## config.mk

```make
export PLATFORM = sky130hd
export DESIGN_NAME = psv_sequencer
export DESIGN_NICKNAME = d
export VERILOG_FILES = /design/src/verilog/psv_pkg.sv /design/src/verilog/psv_sequencer.sv
export SDC_FILE = /design/constraint.sdc
export NUM_CORES = 1
export LEC_CHECK = 0
export CAP_MARGIN = 20
export CELL_PAD_IN_SITES_DETAIL_PLACEMENT = 1
export CELL_PAD_IN_SITES_GLOBAL_PLACEMENT = 1
export CORE_UTILIZATION = 30
export CTS_BUF_LIST = sky130_fd_sc_hd__clkbuf_8
export DETAILED_ROUTE_END_ITERATION = 6
export DONT_BUFFER_PORTS = 1
export PLACE_DENSITY_LB_ADDON = 0.1
export RECOVER_POWER = 100
export SYNTH_ARGS = -nofsm -noshare
export SYNTH_HDL_FRONTEND = slang
export SYNTH_SLANG_ARGS = --single-unit
```

## constraint.sdc

```tcl
create_clock -name clk -period 6.6 [get_ports clk]
set_input_delay 0 -clock clk [delete_from_list [all_inputs] [get_ports clk]]
set_output_delay 0 -clock clk [all_outputs]
set_load 0.005 [all_outputs]
```

## src/verilog/psv_pkg.sv

```systemverilog
// constants and types shared by the program sequencer
package psv_pkg;
    // program space
    localparam int PC_W = 10;
    localparam int PM_WORDS = 1024;
    localparam int INSTR_W = 14;
    localparam int STACK_DEPTH = 8;
    // reach of the short and medium forms, in target bits
    localparam int SHORT_W = 8;
    localparam int MEDIUM_W = 9;
    // fixed vectors
    localparam logic [9:0] RESET_VEC = 10'h000;
    localparam logic [9:0] SOFT_INT_VEC = 10'h001;
    localparam logic [9:0] HW_INT_VEC = 10'h008;
    // preset rolling code words, ordinary program space once released
    localparam logic [9:0] ROLL_LO = 10'h00E;
    localparam logic [9:0] ROLL_HI = 10'h00F;
    // reserved top words, no code may live there
    localparam logic [9:0] RESERVED_LO = 10'h3FE;
    localparam logic [9:0] PC_STEP = 10'h001;
    localparam logic [9:0] PC_SKIP_STEP = 10'h002;
    // decoded instruction classes
    localparam logic [3:0] OP_PLAIN = 4'h0;
    localparam logic [3:0] OP_SKIP = 4'h1;
    localparam logic [3:0] OP_SHORT_CALL = 4'h2;
    localparam logic [3:0] OP_SHORT_ABS_JUMP = 4'h3;
    localparam logic [3:0] OP_SHORT_ABS_CALL = 4'h4;
    localparam logic [3:0] OP_MEDIUM_JUMP = 4'h5;
    localparam logic [3:0] OP_LONG_CALL = 4'h6;
    localparam logic [3:0] OP_LONG_JUMP = 4'h7;
    localparam logic [3:0] OP_SUBROUTINE_RETURN = 4'h8;
    localparam logic [3:0] OP_RETURN_WITH_LITERAL = 4'h9;
    localparam logic [3:0] OP_INTERRUPT_RETURN = 4'hA;
    localparam logic [3:0] OP_SOFT_INT = 4'hB;
    localparam logic [3:0] OP_ENTER_STANDBY = 4'hC;
    localparam logic [3:0] OP_ENTER_HALT = 4'hD;
    // hardware interrupt source positions
    localparam int NUM_SRC = 6;
    localparam int SRC_UP_TIMER = 0;
    localparam int SRC_DOWN_TIMER = 1;
    localparam int SRC_WDT = 2;
    localparam int SRC_PORT_CHANGE = 3;
    localparam int SRC_EXT = 4;
    localparam int SRC_LVD = 5;
    // sources able to leave halt: watchdog, port change, external
    localparam logic [5:0] HALT_WAKE_MASK = 6'h1C;
    localparam logic [5:0] STANDBY_WAKE_MASK = 6'h3F;

    typedef enum logic [1:0] {PSV_RUN, PSV_FLUSH, PSV_STANDBY, PSV_HALT} psv_state_e;
endpackage

```

## src/verilog/psv_sequencer.sv

```systemverilog
// program counter, vectors, return stack and wake logic of the core
// How it works
// - ten-bit counter spans whole 1K program
// - reset starts fetching at address zero
// - software interrupt jumps to 0x001
// - every hardware interrupt jumps to 0x008
// - short call and jumps reach 256 words
// - medium jump reaches 512 words
// - long call and jump reach anywhere
// - calls and software interrupt push next address, hardware interrupt pushes current
// - all three returns pop into counter
// - branches and skips take two cycles
// - rolling code words are ordinary program
// - port bit zero interrupts when both enabled
// - low reset pin resets everything when selected
// - six hardware interrupt sources exist
// - any source wakes from standby
// - only watchdog, port, external wake halt
// - wake returns to running mode
`timescale 1ns/1ps
module psv_sequencer #(
    parameter int PC_W = psv_pkg::PC_W,
    parameter int STACK_DEPTH = psv_pkg::STACK_DEPTH
) (
    // clock, reset, enable
    input wire logic clk,
    input wire logic arst_n,
    input wire logic ce,
    // external reset pin
    input wire logic reset_pin_n,
    input wire logic reset_pin_select,
    // program memory fetch
    output logic [PC_W-1:0] pm_addr,
    output logic fetch_valid,
    // decoded instruction at pm_addr
    input wire logic [3:0] instr_op,
    input wire logic [PC_W-1:0] instr_target,
    input wire logic skip_cond,
    // interrupt sources, pending levels
    input wire logic up_count_timer_evt,
    input wire logic down_count_timer_evt,
    input wire logic wdt_timeout_evt,
    input wire logic port_change_evt,
    input wire logic lvd_evt,
    input wire logic port_bit_zero,
    input wire logic ext_int_pin_select,
    input wire logic ext_int_enable,
    input wire logic int_global_enable,
    // status
    output logic int_taken,
    output logic standby_active,
    output logic halt_active
);
    localparam int SP_W = $clog2(STACK_DEPTH);
    localparam logic [SP_W-1:0] SP_ONE = SP_W'(1);

    initial
    begin
        if (PC_W <= psv_pkg::MEDIUM_W || (1 << PC_W) < psv_pkg::PM_WORDS)
            $error("psv_sequencer: PC_W cannot address program space");
        if (STACK_DEPTH < 2 || (1 << SP_W) != STACK_DEPTH)
            $error("psv_sequencer: STACK_DEPTH must be a power of two");
    end

    psv_pkg::psv_state_e state;
    psv_pkg::psv_state_e next_state;
    logic [PC_W-1:0] pc;
    logic [PC_W-1:0] next_pc;
    logic [PC_W-1:0] stack_mem [STACK_DEPTH];
    logic [SP_W-1:0] sp;
    logic [PC_W-1:0] stack_top;
    logic [PC_W-1:0] pc_inc;
    logic [PC_W-1:0] push_data;
    logic [psv_pkg::NUM_SRC-1:0] src;
    logic ext_req;
    logic pin_reset;
    logic int_accept;
    logic push;
    logic pop;

    function automatic logic [PC_W-1:0] short_target(input logic [PC_W-1:0] base,
                                                    input logic [PC_W-1:0] tgt);
        short_target = {base[PC_W-1:psv_pkg::SHORT_W], tgt[psv_pkg::SHORT_W-1:0]};
    endfunction

    assign pin_reset = reset_pin_select && !reset_pin_n;
    assign ext_req = port_bit_zero && ext_int_pin_select && ext_int_enable;
    assign src[psv_pkg::SRC_UP_TIMER] = up_count_timer_evt;
    assign src[psv_pkg::SRC_DOWN_TIMER] = down_count_timer_evt;
    assign src[psv_pkg::SRC_WDT] = wdt_timeout_evt;
    assign src[psv_pkg::SRC_PORT_CHANGE] = port_change_evt;
    assign src[psv_pkg::SRC_EXT] = ext_req;
    assign src[psv_pkg::SRC_LVD] = lvd_evt;

    assign pc_inc = pc + PC_W'(psv_pkg::PC_STEP);
    assign stack_top = stack_mem[sp - SP_ONE];
    assign int_accept = (state == psv_pkg::PSV_RUN) && int_global_enable && (|src);
    assign pm_addr = pc;
    assign fetch_valid = (state == psv_pkg::PSV_RUN);
    assign standby_active = (state == psv_pkg::PSV_STANDBY);
    assign halt_active = (state == psv_pkg::PSV_HALT);

    always_comb
    begin
        next_pc = pc;
        next_state = state;
        push = 1'b0;
        pop = 1'b0;
        push_data = pc_inc;
        case (state)
            psv_pkg::PSV_RUN:
            begin
                if (int_accept)
                begin
                    push = 1'b1;
                    push_data = pc;
                    next_pc = PC_W'(psv_pkg::HW_INT_VEC);
                    next_state = psv_pkg::PSV_FLUSH;
                end
                else
                begin
                    next_pc = pc_inc;
                    case (instr_op)
                        psv_pkg::OP_SKIP:
                        begin
                            if (skip_cond)
                                next_pc = pc + PC_W'(psv_pkg::PC_SKIP_STEP);
                            next_state = psv_pkg::PSV_FLUSH;
                        end
                        psv_pkg::OP_SHORT_CALL:
                        begin
                            push = 1'b1;
                            next_pc = short_target(pc, instr_target);
                            next_state = psv_pkg::PSV_FLUSH;
                        end
                        psv_pkg::OP_SHORT_ABS_JUMP:
                        begin
                            next_pc = short_target('0, instr_target);
                            next_state = psv_pkg::PSV_FLUSH;
                        end
                        psv_pkg::OP_SHORT_ABS_CALL:
                        begin
                            push = 1'b1;
                            next_pc = short_target('0, instr_target);
                            next_state = psv_pkg::PSV_FLUSH;
                        end
                        psv_pkg::OP_MEDIUM_JUMP:
                        begin
                            next_pc = {pc[PC_W-1:psv_pkg::MEDIUM_W],
                                       instr_target[psv_pkg::MEDIUM_W-1:0]};
                            next_state = psv_pkg::PSV_FLUSH;
                        end
                        psv_pkg::OP_LONG_CALL:
                        begin
                            push = 1'b1;
                            next_pc = instr_target;
                            next_state = psv_pkg::PSV_FLUSH;
                        end
                        psv_pkg::OP_LONG_JUMP:
                        begin
                            next_pc = instr_target;
                            next_state = psv_pkg::PSV_FLUSH;
                        end
                        psv_pkg::OP_SUBROUTINE_RETURN,
                        psv_pkg::OP_RETURN_WITH_LITERAL,
                        psv_pkg::OP_INTERRUPT_RETURN:
                        begin
                            pop = 1'b1;
                            next_pc = stack_top;
                            next_state = psv_pkg::PSV_FLUSH;
                        end
                        psv_pkg::OP_SOFT_INT:
                        begin
                            push = 1'b1;
                            next_pc = PC_W'(psv_pkg::SOFT_INT_VEC);
                            next_state = psv_pkg::PSV_FLUSH;
                        end
                        psv_pkg::OP_ENTER_STANDBY:
                            next_state = psv_pkg::PSV_STANDBY;
                        psv_pkg::OP_ENTER_HALT:
                            next_state = psv_pkg::PSV_HALT;
                        default:
                            next_state = psv_pkg::PSV_RUN;
                    endcase
                end
            end
            psv_pkg::PSV_FLUSH:
                next_state = psv_pkg::PSV_RUN;
            psv_pkg::PSV_STANDBY:
            begin
                if (|(src & psv_pkg::STANDBY_WAKE_MASK))
                    next_state = psv_pkg::PSV_RUN;
            end
            psv_pkg::PSV_HALT:
            begin
                if (|(src & psv_pkg::HALT_WAKE_MASK))
                    next_state = psv_pkg::PSV_RUN;
            end
            default:
                next_state = psv_pkg::PSV_RUN;
        endcase
    end

    // sequencing state
    always_ff @(posedge clk or negedge arst_n)
    begin
        if (!arst_n)
        begin
            state <= psv_pkg::PSV_RUN;
            pc <= PC_W'(psv_pkg::RESET_VEC);
        end
        else if (pin_reset)
        begin
            state <= psv_pkg::PSV_RUN;
            pc <= PC_W'(psv_pkg::RESET_VEC);
        end
        else if (ce)
        begin
            state <= next_state;
            pc <= next_pc;
        end
    end

    // interrupt acceptance pulse
    always_ff @(posedge clk or negedge arst_n)
    begin
        if (!arst_n)
            int_taken <= 1'b0;
        else if (pin_reset)
            int_taken <= 1'b0;
        else if (ce)
            int_taken <= int_accept;
    end

    // return stack pointer, wraps when over-nested
    always_ff @(posedge clk or negedge arst_n)
    begin
        if (!arst_n)
            sp <= '0;
        else if (pin_reset)
            sp <= '0;
        else if (ce && push)
            sp <= sp + SP_ONE;
        else if (ce && pop)
            sp <= sp - SP_ONE;
    end

    // return stack storage
    always_ff @(posedge clk)
    begin
        if (ce && push && !pin_reset)
            stack_mem[sp] <= push_data;
    end
endmodule

```

==> impl_results.md <==
* Status: complete, no violations
* DP Cell Count at 573
* CP Capture Type: register
* CTS tree: yes
* Vias in the first global route at 3328
* # DRC at 0
* Yosys warns at 0
* Synth async-reset ratio at 16.7%
* Area of the mapped netlist at 4760 um2
* Post-Synthesis Cells at 370
* Worst slack after detailed placement at 3.15 ns
* Max IR drop VDD at 0.000117 V
* Initial DRC count at 151
* IO Port Bufs at 0
* HP Class: primary input to register
* P_int at 1.13 mW
* Drt first pass iters at 4
* Final worst-path cycle share at 52.1%
* Sequential area share after synthesis at 58.9%
* Total gr overflow at 0
* Routed wire length at 13.3 mm
* Cell family with most CP delay: adder cells
* Total Routing Usage GR at 17.4%
* Count of flip-flops with a built-in enable after synthesis at 80
* F_max at 0.291 GHz
* FP Rows at 45
* Final antenna-violating net count at 0
* Vias at 3114
* Initial core utilization at 31.1%
* Post-synth top area share at 50.5%
* Area growth, synth to finish at 13.3%
* Worst-path cell chain: buf_4, inv_1, ha_1, mux4_1, mux2_4, a221oi_2, o21ai_0, a31oi_1, o21ai_1
* Root Buffer: clkbuf_8
* GP Congestion at 0.743
* Sw Share at 35.2%
* Post-CTS resize count at 0
* Final hold violation count at 0
* Num CTS Buffers at 9
* CP Launch Type: register
* P_sw at 0.615 mW
* Power Dens Cells at 325 nW/um2
* H-tree levels at 3
* Critical Path Slowest Stage Cell: ha_1
* CP max stage delay at 0.99 ns
* #FFs+latches synth at 96
* Non-filler cells, final at 608
* Slew HR at 33.4%
* Slew @ Worst Pin at 0.999 ns
* Diodes inserted at 0
* Top Ports at 43
* WL/cell at 21.9 um
* Final setup viols at 0
* Leading cell type in the layout, fill and taps excluded: edfxtp_1
* Top cell type by total area after synthesis: edfxtp_1
* Ys flop type: edfxtp_1
* Worst-path fanout max at 30
* Height of the die at 128 um
* Core area at 15300 um2
* Share of layout cells above drive strength 1 at 9.07%
* Largest net degree at the start of global routing at 31
* Max-slew violations at 0
* Post-DP HPWL at 8.98 mm
* Die width at 128 um
* Antenna violations before repair at 0
* Max-cap viol count at 0
* Die area at 16400 um2
* CTS Sinks at 96
* Global-route wire length before repair at 20.4 mm
* Setup bufs post-CTS at 0
* Crit path required time at 6.87 ns
* Buf+Inv Stages, Crit Path at 2
* Yosys cell types at 52
* Register clock-pin slew on the reported worst setup and hold paths at 0.11 ns
* Gate power share at 31.8%
* WP data arrival at 3.71 ns
* Syn_nets at 407
* Final design utilization at 35.2%
* Most frequent cells in the layout: 80 x edfxtp_1, 38 x nand2_1, 30 x nor2_1
* Max clock buf depth at 2
* Post-layout nets at 429
* Syn Area/Cell at 12.9 um2
* Kind of critical path: register to register
* Register share of total power at 43.6%
* Worst-skew pair later-pin latency at 0.38 ns
* RSZ-0062 raised after global routing: no
* Leakage at 1.84 nW
* Clock share of power at 24.6%
* Worst Clk Skew at 0.0179 ns
* Final WS setup at 3.16 ns
* Avg Vias per Cell at 5.12
* Setup TNS at 0 ns
* Cells taking the most area after synthesis: edfxtp_1 50%, dfrtp_1 8.4%, mux4_2 6.6%
* Crit path time final at 3.44 ns
[synthesized netlist by cell type (9+ instances only)]
library cell and count:
nor3_1 11, edfxtp_1 80, clkbuf_1 12, nand2_1 38, mux4_2 14, o21ai_0 19
mux2i_1 9, dfrtp_1 16, nand3_1 10, xnor2_1 15, nor2_1 30, a21oi_1 13
[through the flow]
| stage | hold slack, ns | power [mW] | instance area [um2] |
|---|---|---|---|
| after floorplan | -0.296 | 1.17 | 4760 |
| final | 0.0139 | 1.75 | 5390 |
| after global placement | -0.295 | 1.33 | 5020 |
| after global routing | 0.0406 | 1.84 | 5390 |
| after detailed placement | -0.295 | 1.34 | 5020 |
| after CTS | 0.00481 | 1.78 | 5430 |
[sequential cells by signal, summed over array words and instances (netlist names)]
name / count
int_taken: 1
state: 2
stack_mem: 80
sp: 3
pm_addr: 10
[power by group through the flow]
stage / Sequential, mW / Clock (mW) / Combinational, mW
floorplan: 0.749 / 0 / 0.418
finish: 0.763 / 0.431 / 0.557
detailed placement: 0.776 / 0 / 0.559
global placement: 0.775 / 0 / 0.552
global route: 0.769 / 0.462 / 0.613
CTS: 0.763 / 0.446 / 0.574
[area by class of cell]
type / instances / area (um2)
Inverter: 7 / 26.3
Multi-Input combinational cell: 247 / 1830
Sequential cell: 96 / 2800
Fill cell: 1657 / 9920
Clock inverter: 7 / 100
Tap cell: 211 / 264
Clock buffer: 9 / 124
Timing Repair Buffer: 31 / 243
[worst min-delay path, stage by stage]
cell	delay, ns
o22ai_1	0.06
a31oi_1	0.17
a21oi_1	0.05
nor2_1	0.08
[final timing paths]
kind                        startpoint          to  slack (ns)  cells after the start
max                              sp[0]  pm_addr[7]        3.16                      9
min                        instr_op[0]    state[0]        0.01                      4
max reg2reg                      sp[0]  pm_addr[7]        3.16                      9
min reg2reg                   state[0]    state[0]        0.67                      2
max in group asynchronous       arst_n  pm_addr[7]        5.86                      1
min in group asynchronous       arst_n    state[1]        0.18                      1
[repair_timing]
item | in CTS | in global routing
endpoints found under the setup margin | 0 | 0
hold buffers | 19 | 0
hold endpoints to repair | 32 | 0
[routing by layer]
layer  GRT usage [%]  routed length [um]  up-vias
li1                -                   -     1452
met1            22.7                6040     1604
met2            29.4                6660       52
met3            3.26                 516        6
met4            5.05                 119        0
met5               0                   0        -
[cell families after synthesis]
| kind of cell | after synthesis | share of synthesized area [%] |
|---|---|---|
| multiplexers | 28 | 11.0 |
| flip-flops | 96 | 58.9 |
| AO/OA/AOI/OAI | 68 | 9.28 |
| adder cells (fa/ha/maj) | 8 | 2.10 |
| XOR/XNOR | 23 | 4.23 |
| buffers and inverters | 27 | 2.50 |
| AND/OR/NAND/NOR | 120 | 11.9 |
Power figures use the tool's default switching activity.
